**config.mk**
```make
export PLATFORM = sky130hd
export DESIGN_NAME = pmm_mapper
export DESIGN_NICKNAME = d
export VERILOG_FILES = /design/src/pmm_pkg.sv /design/src/pmm_xlat_if.sv /design/src/pmm_window_xlat.sv /design/src/pmm_mapper.sv
export SDC_FILE = /design/constraint.sdc
export NUM_CORES = 1
export LEC_CHECK = 0
export ABC_AREA = 1
export BUFFER_PORTS_ARGS = -buffer_cell sky130_fd_sc_hd__buf_4
export CAP_MARGIN = 20
export CORE_ASPECT_RATIO = 1.25
export CORE_MARGIN = 2
export CORE_UTILIZATION = 55
export CTS_CLUSTER_DIAMETER = 200
export DETAILED_ROUTE_END_ITERATION = 8
export PLACE_DENSITY = 0.85
export SYNTH_ARGS = -nofsm -noshare
export SYNTH_HDL_FRONTEND = slang
export SYNTH_SLANG_ARGS = --single-unit
```
**constraint.sdc**
```tcl
create_clock -name mclk -period 3.7 [get_ports mclk]
set_clock_uncertainty 0.2 [all_clocks]
set_input_delay 0.185 -clock mclk [delete_from_list [all_inputs] [get_ports mclk]]
set_output_delay 0.185 -clock mclk [all_outputs]
set_load 0.02 [all_outputs]
```
**src/pmm_pkg.sv**
```systemverilog
//==============================================================
// Purpose: shared constants for the paging and linear pointer memory mapper
// Assumes: 8-bit register port, 16-bit cpu space, 17-bit flash space
// Notes:   register offsets sit on the 8-bit register port address
package pmm_pkg;

  // ==========================================================
  // widths
  localparam int CPU_AW = 16;
  localparam int EXT_AW = 17;
  localparam int PAGE_W = 3;
  localparam int DATA_W = 8;
  localparam int REG_AW = 8;

  // ==========================================================
  // paging window: cpu addresses 0x8000-0xBFFF, 16 KB per page
  localparam logic [1:0] WINDOW_TAG = 2'h2; // cpu address bits 15:14
  localparam int WIN_OFS_W = 14;            // cpu address bits 13:0 kept
  localparam logic [PAGE_W-1:0] PAGE_RESET = 3'h2;

  // ==========================================================
  // register offsets on the register port
  localparam logic [REG_AW-1:0] OFS_PAGE_SELECT = 8'h78;
  localparam logic [REG_AW-1:0] OFS_PTR_HIGH = 8'h79;
  localparam logic [REG_AW-1:0] OFS_PTR_MID = 8'h7A;
  localparam logic [REG_AW-1:0] OFS_PTR_LOW = 8'h7B;
  localparam logic [REG_AW-1:0] OFS_BYTE_PORT = 8'h7C;
  localparam logic [REG_AW-1:0] OFS_WORD_INCR = 8'h7D;
  localparam logic [REG_AW-1:0] OFS_BYTE_INCR = 8'h7E; // right after the word port
  localparam logic [REG_AW-1:0] OFS_ADD_BYTE = 8'h7F;

  // ==========================================================
  // reset values and the pointer increment step
  localparam logic [EXT_AW-1:0] PTR_RESET = 17'h00000;
  localparam logic [DATA_W-1:0] ADD_BYTE_RESET = 8'h00;
  localparam logic [DATA_W-1:0] RDATA_RESET = 8'h00;
  localparam logic [EXT_AW-1:0] PTR_STEP = 17'h00001;

endpackage

```
**src/pmm_xlat_if.sv**
```systemverilog
//==============================================================
// Purpose: carries the cpu address and page value to the window translator
// Assumes: purely combinational translation
// Notes:   the top owns the page register and registers the results
`timescale 1ns/1ps
interface pmm_xlat_if;
  logic [pmm_pkg::CPU_AW-1:0] cpu_addr;
  logic [pmm_pkg::PAGE_W-1:0] page;
  logic [pmm_pkg::EXT_AW-1:0] ext_addr;
  logic in_window;

  modport owner (output cpu_addr, output page, input ext_addr, input in_window);
  modport xlat (input cpu_addr, input page, output ext_addr, output in_window);
endinterface

```
**src/pmm_window_xlat.sv**
```systemverilog
//==============================================================
// Purpose: maps a cpu address to the 17-bit flash address
// Assumes: window is cpu space 0x8000-0xBFFF
// Notes:   outside the window the cpu address passes straight through
`timescale 1ns/1ps
module pmm_window_xlat (
  // translation carrier
  pmm_xlat_if.xlat xif
);

  // ==========================================================
  // window detect and address forming
  wire win_hit;
  wire [pmm_pkg::EXT_AW-1:0] paged_addr;
  wire [pmm_pkg::EXT_AW-1:0] direct_addr;

  // window is the 16 KB block whose top two address bits are 10
  assign win_hit = (xif.cpu_addr[15:14] == pmm_pkg::WINDOW_TAG);
  // page value forms bits 16:14 above cpu bits 13:0
  assign paged_addr = {xif.page, xif.cpu_addr[pmm_pkg::WIN_OFS_W-1:0]};
  // page 1 lands on 0x04000-0x07FFF, the same cells as direct 0x4000-0x7FFF
  assign direct_addr = {1'b0, xif.cpu_addr};
  assign xif.ext_addr = win_hit ? paged_addr : direct_addr;
  assign xif.in_window = win_hit;

endmodule // pmm_window_xlat

```
**src/pmm_mapper.sv**
```systemverilog
//==============================================================
// Purpose: program page select, window translation and linear pointer ports
// Assumes: flash side returns lin_rdata combinationally for lin_peek_addr
// Notes:   sequencer page loads win over software writes in the same cycle
//          irq_inhibit is advice to the core, which must honour it
//          page_stack_data and lin_peek_addr mirror the page and pointer registers
`timescale 1ns/1ps
module pmm_mapper (
  // clock and reset
  input wire logic mclk,
  input wire logic nrst,
  // register port
  input wire logic [pmm_pkg::REG_AW-1:0] reg_addr,
  input wire logic [pmm_pkg::DATA_W-1:0] reg_wdata,
  input wire logic reg_wr,
  input wire logic reg_rd,
  output logic [pmm_pkg::DATA_W-1:0] reg_rdata,
  // cpu address translation
  input wire logic [pmm_pkg::CPU_AW-1:0] cpu_addr,
  output logic [pmm_pkg::EXT_AW-1:0] ext_addr,
  output logic ext_in_window,
  // linear data path to flash
  output logic [pmm_pkg::EXT_AW-1:0] lin_peek_addr,
  input wire logic [pmm_pkg::DATA_W-1:0] lin_rdata,
  output logic [pmm_pkg::EXT_AW-1:0] lin_addr,
  output logic [pmm_pkg::DATA_W-1:0] lin_wdata,
  output logic lin_wr,
  output logic lin_rd,
  // instruction sequencer
  input wire logic call_begin,
  input wire logic call_page_load,
  input wire logic [pmm_pkg::PAGE_W-1:0] call_page,
  input wire logic rtc_begin,
  input wire logic rtc_page_load,
  input wire logic [pmm_pkg::PAGE_W-1:0] rtc_page,
  input wire logic seq_done,
  output logic [pmm_pkg::PAGE_W-1:0] page_stack_data,
  output logic irq_inhibit
);

  // ==========================================================
  // reset release through two flip-flops
  logic rst_meta;
  logic rst_n;

  // async assert, synchronous release
  always_ff @(posedge mclk or negedge nrst) begin
    if (!nrst) begin
      rst_meta <= 1'b0;
      rst_n <= 1'b0;
    end else begin
      rst_meta <= 1'b1;
      rst_n <= rst_meta;
    end
  end

  // ==========================================================
  // state
  typedef enum logic [1:0] {PMM_IDLE, PMM_CALL, PMM_RTC} pmm_seq_t;

  pmm_seq_t seq_state;
  pmm_seq_t next_seq_state;
  logic [pmm_pkg::PAGE_W-1:0] page_sel;
  logic [pmm_pkg::EXT_AW-1:0] pointer;

  // ==========================================================
  // register decode
  wire hit_page;
  wire hit_ptr_high;
  wire hit_ptr_mid;
  wire hit_ptr_low;
  wire hit_byte;
  wire hit_word_incr;
  wire hit_byte_incr;
  wire hit_add;
  wire hit_data_port;
  wire hit_incr_port;

  assign hit_page = (reg_addr == pmm_pkg::OFS_PAGE_SELECT);
  assign hit_ptr_high = (reg_addr == pmm_pkg::OFS_PTR_HIGH);
  assign hit_ptr_mid = (reg_addr == pmm_pkg::OFS_PTR_MID);
  assign hit_ptr_low = (reg_addr == pmm_pkg::OFS_PTR_LOW);
  assign hit_byte = (reg_addr == pmm_pkg::OFS_BYTE_PORT);
  assign hit_word_incr = (reg_addr == pmm_pkg::OFS_WORD_INCR);
  // byte increment port sits one above the word port so a word access spans both
  assign hit_byte_incr = (reg_addr == pmm_pkg::OFS_BYTE_INCR);
  assign hit_add = (reg_addr == pmm_pkg::OFS_ADD_BYTE);
  assign hit_incr_port = hit_word_incr | hit_byte_incr;
  assign hit_data_port = hit_byte | hit_incr_port;

  // ==========================================================
  // qualified strobes, one per register action
  wire wr_page;
  wire wr_ptr_high;
  wire wr_ptr_mid;
  wire wr_ptr_low;
  wire wr_add;
  wire wr_data_port;
  wire rd_data_port;
  wire any_data_port;

  // a strobe acts only where its address decodes; unmapped accesses fall through
  assign wr_page = reg_wr & hit_page;
  assign wr_ptr_high = reg_wr & hit_ptr_high;
  assign wr_ptr_mid = reg_wr & hit_ptr_mid;
  assign wr_ptr_low = reg_wr & hit_ptr_low;
  assign wr_add = reg_wr & hit_add;
  assign wr_data_port = reg_wr & hit_data_port;
  assign rd_data_port = reg_rd & hit_data_port;
  assign any_data_port = wr_data_port | rd_data_port;

  // ==========================================================
  // pointer next value
  wire [pmm_pkg::EXT_AW-1:0] add_ext;
  wire [pmm_pkg::EXT_AW-1:0] ptr_sum;
  wire [pmm_pkg::EXT_AW-1:0] ptr_inc;
  wire port_access;
  logic [pmm_pkg::EXT_AW-1:0] next_pointer;

  // sign-extend: 0x7F adds 127, 0xFF takes 1, 0x80 takes 128
  assign add_ext = {{(pmm_pkg::EXT_AW-pmm_pkg::DATA_W){reg_wdata[7]}}, reg_wdata};
  // sums are kept to 17 bits, carries out are dropped without notice
  assign ptr_sum = pointer + add_ext;
  assign ptr_inc = pointer + pmm_pkg::PTR_STEP;
  assign port_access = (reg_wr | reg_rd) & hit_incr_port;

  // pointer update: byte writes, add-byte, post-increment
  always_comb begin
    next_pointer = pointer;
    if (wr_ptr_high) begin
      next_pointer = {reg_wdata[0], pointer[15:0]};
    end else if (wr_ptr_mid) begin
      next_pointer = {pointer[16], reg_wdata, pointer[7:0]};
    end else if (wr_ptr_low) begin
      next_pointer = {pointer[16:8], reg_wdata};
    end else if (wr_add) begin
      next_pointer = ptr_sum;
    end else if (port_access) begin
      next_pointer = ptr_inc;
    end
  end

  // ==========================================================
  // call and return sequencing
  wire seq_busy;

  // interrupts are held off from the first step to the resume
  always_comb begin
    next_seq_state = seq_state;
    unique case (seq_state)
      PMM_IDLE: begin
        if (call_begin) begin
          next_seq_state = PMM_CALL;
        end else if (rtc_begin) begin
          next_seq_state = PMM_RTC;
        end
      end
      PMM_CALL: begin
        if (seq_done) begin
          next_seq_state = PMM_IDLE;
        end
      end
      PMM_RTC: begin
        if (seq_done) begin
          next_seq_state = PMM_IDLE;
        end
      end
      default: begin
        next_seq_state = PMM_IDLE;
      end
    endcase
  end

  assign seq_busy = (next_seq_state != PMM_IDLE);

  // ==========================================================
  // page select next value
  logic [pmm_pkg::PAGE_W-1:0] next_page_sel;

  // sequencer loads take priority over a software write
  always_comb begin
    next_page_sel = page_sel;
    if (call_page_load) begin
      next_page_sel = call_page;
    end else if (rtc_page_load) begin
      next_page_sel = rtc_page;
    end else if (wr_page) begin
      next_page_sel = reg_wdata[pmm_pkg::PAGE_W-1:0];
    end
  end

  // ==========================================================
  // read data select
  logic [pmm_pkg::DATA_W-1:0] next_rdata;

  always_comb begin
    next_rdata = 8'h00;
    if (hit_page) begin
      next_rdata = {5'h00, page_sel};
    end else if (hit_ptr_high) begin
      next_rdata = {7'h00, pointer[16]};
    end else if (hit_ptr_mid) begin
      next_rdata = pointer[15:8];
    end else if (hit_ptr_low) begin
      next_rdata = pointer[7:0];
    end else if (hit_data_port) begin
      next_rdata = lin_rdata;
    end else if (hit_add) begin
      next_rdata = 8'h00;
    end
  end

  // ==========================================================
  // window translator
  pmm_xlat_if xif ();

  assign xif.cpu_addr = cpu_addr;
  assign xif.page = page_sel;

  pmm_window_xlat u_xlat (
    .xif(xif.xlat)
  );

  // ==========================================================
  // control registers

  // page select comes out of every reset on page 2
  always_ff @(posedge mclk or negedge rst_n) begin
    if (!rst_n) begin
      page_sel <= pmm_pkg::PAGE_RESET;
    end else begin
      page_sel <= next_page_sel;
    end
  end

  // linear pointer, 17 bits, wraps silently
  always_ff @(posedge mclk or negedge rst_n) begin
    if (!rst_n) begin
      pointer <= pmm_pkg::PTR_RESET;
    end else begin
      pointer <= next_pointer;
    end
  end

  // call and return sequence state
  always_ff @(posedge mclk or negedge rst_n) begin
    if (!rst_n) begin
      seq_state <= PMM_IDLE;
    end else begin
      seq_state <= next_seq_state;
    end
  end

  // ==========================================================
  // register port read data, valid the cycle after the strobe
  always_ff @(posedge mclk or negedge rst_n) begin
    if (!rst_n) begin
      reg_rdata <= pmm_pkg::RDATA_RESET;
    end else if (reg_rd) begin
      reg_rdata <= next_rdata;
    end else begin
      reg_rdata <= pmm_pkg::RDATA_RESET;
    end
  end

  // ==========================================================
  // linear access strobes carry the pointer as it was before the increment
  always_ff @(posedge mclk or negedge rst_n) begin
    if (!rst_n) begin
      lin_addr <= pmm_pkg::PTR_RESET;
      lin_wdata <= pmm_pkg::RDATA_RESET;
      lin_wr <= 1'b0;
      lin_rd <= 1'b0;
    end else begin
      lin_wr <= wr_data_port;
      lin_rd <= rd_data_port;
      if (any_data_port) begin
        lin_addr <= pointer;
        lin_wdata <= reg_wdata;
      end
    end
  end

  // ==========================================================
  // translated cpu address, one cycle behind cpu_addr
  always_ff @(posedge mclk or negedge rst_n) begin
    if (!rst_n) begin
      ext_addr <= pmm_pkg::PTR_RESET;
    end else begin
      ext_addr <= xif.ext_addr;
    end
  end

  // window flag, aligned with ext_addr
  always_ff @(posedge mclk or negedge rst_n) begin
    if (!rst_n) begin
      ext_in_window <= 1'b0;
    end else begin
      ext_in_window <= xif.in_window;
    end
  end

  // ==========================================================
  // sequencer outputs: page for stacking and interrupt hold-off
  always_ff @(posedge mclk or negedge rst_n) begin
    if (!rst_n) begin
      page_stack_data <= pmm_pkg::PAGE_RESET;
    end else begin
      page_stack_data <= next_page_sel; // mirrors page_sel
    end
  end

  // hold-off spans the whole call or return sequence
  always_ff @(posedge mclk or negedge rst_n) begin
    if (!rst_n) begin
      irq_inhibit <= 1'b0;
    end else begin
      irq_inhibit <= seq_busy;
    end
  end

  // pointer copy for the flash side's read lookup
  always_ff @(posedge mclk or negedge rst_n) begin
    if (!rst_n) begin
      lin_peek_addr <= pmm_pkg::PTR_RESET;
    end else begin
      lin_peek_addr <= next_pointer; // mirrors pointer
    end
  end

endmodule // pmm_mapper

```
# Yosys cells after proc, flatten, opt, wreduce, memory -nomap -nowiden
# Index checks and enable logic that the tools add are counted.
op_classes:
  n_bitwise: 14
  reduce_logical: 10
  mux: 19
  n_eq_ne: 14
  n_addsub: 2
ops:
  columns: ["operator", "count"]
  rows:
  - ["17-bit 2-to-1 mux", 6]
  - ["8-bit by 7-bit equality test with 1-bit output, second input constant", 8]
  - ["8-bit 2-to-1 mux", 6]
  - ["17-bit by 1-bit adder with 17-bit output, second input constant", 1]
  - ["17-bit adder", 1]
  - ["3-bit nonzero test", 4]
  - ["3-bit 2-to-1 mux", 3]
  - ["3-bit AND reduction", 3]
  - ["1-bit AND", 8]
  - ["2-bit 2-to-1 mux", 3]
  - ["2-bit inequality test, second input constant", 3]
  - ["2-bit equality test, second input constant", 2]
  - ["1-bit OR", 4]
  - ["2-bit case mux with 2 select lines", 1]
  - ["2-bit by 1-bit equality test with 1-bit output, second input constant", 1]
  - ["2-bit logical NOT", 1]
  - ["1-bit inverter", 2]
  - ["2-bit nonzero test", 1]
  - ["2-bit OR reduction", 1]
totals:
  output_inout_bits: 74
  elab_cells: 74
  ff_bits: 78

# Logic depth before layout (Yosys ltp)
depth:
  word_depth: 9
  mapped_depth: 20
  depth_no_buf: 20

# Modules after synthesis
# A second synthesis with hierarchy kept.
unflattened:
  hier_cells: 530
  area_unflattened_um2: 4245.3
modules_own_cells:
  columns: ["module", "area_each_um2", "seq_area_each_um2", "instances", "cells_per_inst"]
  rows:
  - ["pmm_mapper", 4100.2, 1953.1, 1, 506]
  - ["pmm_window_xlat", 145.1, 0.0, 1, 24]

# Worst setup path after synthesis
# Ideal clock, no wire load.
synth_timing:
  path_kind: "input-to-reg"
  start: "in reg_addr[5] (netlist name)"
  end: "reg lin_peek_addr[13] (netlist name)"
  path_stages: 16
  required_ns: 3.423
  setup_time_ns: 0.077
  path_buffers: 0
  path_slack_ns: 1.268
  arrival_time_ns: 2.155
  path_cell_list: "nand2_1 nor2_4 nand3_4 nor2_1 ha_1 a21oi_1 nand2_1 a21boi_0 o21ai_0 nand3_1 nand2_1 nand2_1 nand2_1 nand2_1 nand3_1 a21oi_1"
synth_via:
  elab_chain_cells: 5
synth_lines:
  columns: ["item", "line_no", "text"]
  rows:
  - ["start, declared", "pmm_mapper.sv:13", "input wire logic [pmm_pkg::REG_AW-1:0] reg_addr,"]
  - ["8-bit by 7-bit equality test with 1-bit output, on equally long branches", "pmm_mapper.sv:84, pmm_mapper.sv:86, pmm_mapper.sv:87", null]
  - ["1-bit OR / 1-bit AND (equally long branches)", "pmm_mapper.sv:88, pmm_mapper.sv:107", null]
  - ["1-bit AND / 17-bit 2-to-1 mux (equally long branches)", "pmm_mapper.sv:125, pmm_mapper.sv:136", null]
  - ["3-bit nonzero test (no source line) / 17-bit 2-to-1 mux (equally long branches)", null, null]
  - ["3-bit AND reduction (no source line) / 17-bit 2-to-1 mux (equally long branches)", null, null]
  - ["end signal, assigned", "pmm_mapper.sv:325", "lin_peek_addr <= pmm_pkg::PTR_RESET;"]
  - ["end signal, assigned", "pmm_mapper.sv:327", "lin_peek_addr <= next_pointer;"]
  - ["end, declared", "pmm_mapper.sv:23", "output logic [pmm_pkg::EXT_AW-1:0] lin_peek_addr,"]
# Parallel ways exist; a longest one is shown, timed or not. The select of a mux whose other input is x is not followed.
# A chain may end at the register's enable or synchronous reset.

# Worst setup path in the final report
layout_timing:
  start: "in reg_wr"
  end: "reg lin_peek_addr[13] (netlist name)"
layout_via:
  elab_chain_cells: 4
layout_lines:
  columns: ["item", "line_no", "text"]
  rows:
  - ["start, declared", "pmm_mapper.sv:15", "input wire logic reg_wr,"]
  - ["1-bit OR / 1-bit AND (equally long branches)", "pmm_mapper.sv:125, pmm_mapper.sv:107", null]
  - ["1-bit AND / 17-bit 2-to-1 mux (equally long branches)", "pmm_mapper.sv:125, pmm_mapper.sv:136", null]
  - ["3-bit nonzero test (no source line) / 17-bit 2-to-1 mux (equally long branches)", null, null]
  - ["3-bit AND reduction (no source line) / 17-bit 2-to-1 mux (equally long branches)", null, null]
# Parallel ways exist; a longest one is shown, timed or not. The select of a mux whose other input is x is not followed.

==> flow_metrics.py <==
metrics = {
    "status": {
        "status": "complete, but fails checks",
        "violations": "negative hold slack",
    },
    "place": {
        "dp_hpwl_um": 9930,
        "routabilityCongestion": 0.912,
        "placed_cell_area_mm2": 0.00527,
        "port_buffers": 128,
        "placed_cells": 740,
        "preCtsSetupSlack_ns": 0.758,
    },
    "cts": {
        "clock-sinks": 78,
        "root_buffer": "clkbuf_8",
        "cts_tree": "yes",
        "clkLatencyLatePin_ns": 0.37,
        "cts_inserted_buffers": 9,
        "ctsLongestPathBuffers": 2,
        "clk_pin_slew_worst_paths_ns": 0.09,
        "post_cts_buffers": 0,
        "htree_levels": 3,
        "ctsResizeCount": 0,
    },
    "yosys": {
        "synth_nets": 593,
        "synthMuxAreaShare_pct": 0,
        "synthSimpleGateAreaFrac_pct": 24.6,
        "synth_area_leaders": "dfrtp_1 46%, nand2_1 10%, inv_1 6.9%",
        "synthCells": 528,
        "synth_flop_cell": "dfrtp_1",
        "synth_edf_count": 0,
        "synth_cell_type_count": 39,
        "synth_top_area_share_pct": 45.7,
        "syn-cell-area_mm2": 0.00422,
        "synth_compound_area_share_pct": 16.0,
        "ys_seq_elements": 78,
        "synth_top_family_by_area": "simple AND/OR/NAND/NOR gates",
        "synth-xor-area-share_pct": 1.45,
        "syn-mean-instance-area_um2": 7.99,
        "yosys_warnings": 0,
        "synth_fa_ha_area_share_pct": 3.14,
        "ys_async_sr_fraction_pct": 100,
        "yosysSeqAreaShare_pct": 46.3,
        "synth_top_area_cell": "dfrtp_1",
    },
    "drt": {
        "wire_per_inst_um": 19.6,
        "drtAntennaViolNets": 0,
        "viasPerCell": 5.92,
        "routed_wl_um": 15500,
        "dr.pass1.iters": 8,
        "drcViolationCount": 0,
        "route.vias.total": 4695,
        "initialDrtViolationCount": 594,
    },
    "floorplan": {
        "die_h_um": 102,
        "die_w_um": 82.3,
        "ios": 129,
        "fp.dieArea_mm2": 0.00839,
        "core_mm2": 0.00740,
        "rows": 35,
        "start_util_pct": 57.0,
    },
    "global_route": {
        "overflow": 0,
        "antenna_found_initial": 0,
        "grt_util_all_layers_pct": 38.3,
        "grt_max_degree": 50,
        "grt_pass1_wl_um": 23800,
        "grt_pass1_vias": 4623,
    },
    "final_layout": {
        "postLayoutCellArea_mm2": 0.00587,
        "antennaDiodeCount": 0,
        "finalNonFillerCells": 793,
        "areaGrowthSynthToFinish_pct": 39.0,
        "regArea_mm2": 0.00195,
        "multi_input_area_mm2": 0.00191,
        "drive_gt1_share_pct": 25.8,
        "fill_cells": 474,
        "finalNetCount": 761,
    },
    "power_and_ir_drop": {
        "powerDensity_mw_per_mm2": 475,
        "vdd_ir_drop_max_mv": 0.318,
        "leakage_uw": 0.00317,
    },
    "critical_path": {
        "timing.rr.start": "lin_peek_addr[2]",
        "required_ns": 3.79,
        "end_kind": "flop",
        "startpoint": "reg_wr",
        "startpoint_type": "input port",
        "cp_max_fo": 8,
        "path_class": "in2reg",
        "arrival_ns": 3.25,
    },
    "sta": {
        "worst_pin_slew_ns": 1.06,
        "fin_tns_setup_ns": 0,
        "setup_viol": 0,
        "fmax_mhz": 317,
        "layout_setup_ws_ns": 0.542,
        "max_slew_margin_pct": 29.3,
        "hold_viol": 1,
        "final-max-slew-violation-count": 0,
        "rsz0062_at_grt": "false",
        "fin_crit_ns": 3.16,
        "hold_ws_ns": -0.000955,
        "finalCritPeriodShare_pct": 85.3,
    },
    "run": {
        "maxCapViolCount": 0,
    },
    "worst_hold_path": {
        "hp-start": "lin_rdata[1]",
        "min_path_type": "in2reg",
    },
}
[cell families (layout without fill, tap and decap cells)]
family / Yosys count / after routing
other cells: 1 / 1
simple gates: 224 / 224
xor+xnor: 7 / 7
buf+inv: 92 / 265
flops: 78 / 78
compound gates: 116 / 116
fa+ha+maj: 10 / 10
[cell type report]
type                    count  area share (%)
flip-flops and latches     78            33.3
inverters                  81            5.18
well taps                  92            1.96
multi-input cells         358            32.6
repair buffers            168            23.1
clock inverters             7            1.79
clock buffers               9            2.11
[where the power goes]
group | leakage (uW) | switching (uW) | internal, uW
sequential | 0.000957 | 147 | 977
clock | 0.000112 | 380 | 391
combinational | 0.00210 | 522 | 367
total | 0.00317 | 1050 | 1730
[synth_stat cells (2+ instances only)]
| cell type | n |
|---|---|
| nand2_1 | 113 |
| dfrtp_1 | 77 |
| inv_1 | 77 |
| o21ai_0 | 53 |
| nor2_1 | 47 |
| a21oi_1 | 30 |
| nand3_1 | 26 |
| nand2_2 | 13 |
| nand4_1 | 10 |
| ha_1 | 9 |
| clkbuf_1 | 7 |
| o41ai_1 | 7 |
| a221oi_1 | 5 |
| a22oi_1 | 5 |
| o211ai_1 | 5 |
| xor2_1 | 5 |
| inv_2 | 4 |
| nor2_2 | 4 |
| buf_2 | 3 |
| nor2_4 | 3 |
| o21ai_1 | 3 |
| a211oi_1 | 2 |
| nor2_8 | 2 |
| or2_2 | 2 |
| xnor2_1 | 2 |
[final timing paths]
path,slack [ns],endpoint,cells after the start
worst max register to register,1.07,lin_peek_addr[13],12
max in group asynchronous,2.09,lin_peek_addr[14],1
worst min-delay path,-0.001,reg_rdata[1],5
worst min register to register,0.16,ext_addr[11],0
min in group asynchronous,0.16,ext_addr[11],0
worst max-delay path,0.54,lin_peek_addr[13],18
[flip-flops by register name, indices dropped and copies added, names as in the netlist]
signal,count
ext_addr,17
ext_in_window,1
irq_inhibit,1
lin_addr,17
lin_peek_addr,17
lin_rd,1
lin_wdata,8
lin_wr,1
page_stack_data,3
reg_rdata,8
rst_meta,1
rst_n,1
seq_state,2
[cell usage in the layout (no fill, tap or decap), drive strengths merged, types with 5 or more instances in the layout]
| cell | instances |
|---|---|
| o21ai | 57 |
| a22oi | 5 |
| nor2 | 56 |
| nand2 | 126 |
| o211ai | 5 |
| o41ai | 7 |
| xor2 | 5 |
| a21oi | 31 |
| a221oi | 5 |
| nand3 | 27 |
| nand4 | 11 |
| buf | 131 |
| inv | 84 |
| ha | 9 |
| dlygate4sd3 | 37 |
| dfrtp | 77 |
| clkbuf | 9 |
[through the flow]
stage / power, uW / utilization (%)
floorplan: 1570 / -
global placement: 1910 / 71.2
detailed placement: 1940 / 71.2
CTS: 2730 / 79.3
global route: 2900 / 79.3
finish: 2780 / 79.3
[per-layer routing]
metal / GRT usage [%] / wire, um / up-vias
met4: 23.8 / 905 / 0
li1: - / - / 2069
met2: 64.4 / 7720 / 346
met5: 0 / 0 / -
met1: 43.3 / 5280 / 2197
met3: 8.75 / 1620 / 83
[critical path, cell delays in order]
cell and delay, ns:
dlygate4sd3_1 0.52, buf_4 0.12, inv_2 0.10, nor2_8 0.21, nand3_4 0.18, nor2_1 0.14, ha_1 0.30, a21oi_1 0.20
nand2_1 0.10, a21boi_0 0.30, o21ai_0 0.24, nand3_1 0.12, nand2_1 0.08, nand2_1 0.12, nand2_1 0.06, nand2_1 0.06
nand3_1 0.06, a21oi_1 0.14
[what timing repair did]
item | 4_1_cts | 5_1_grt
setup endpoints to repair | 0 | 0
hold buffers | 37 | 0
hold endpoints to repair | 42 | 0
Power figures use the tool's default switching activity.
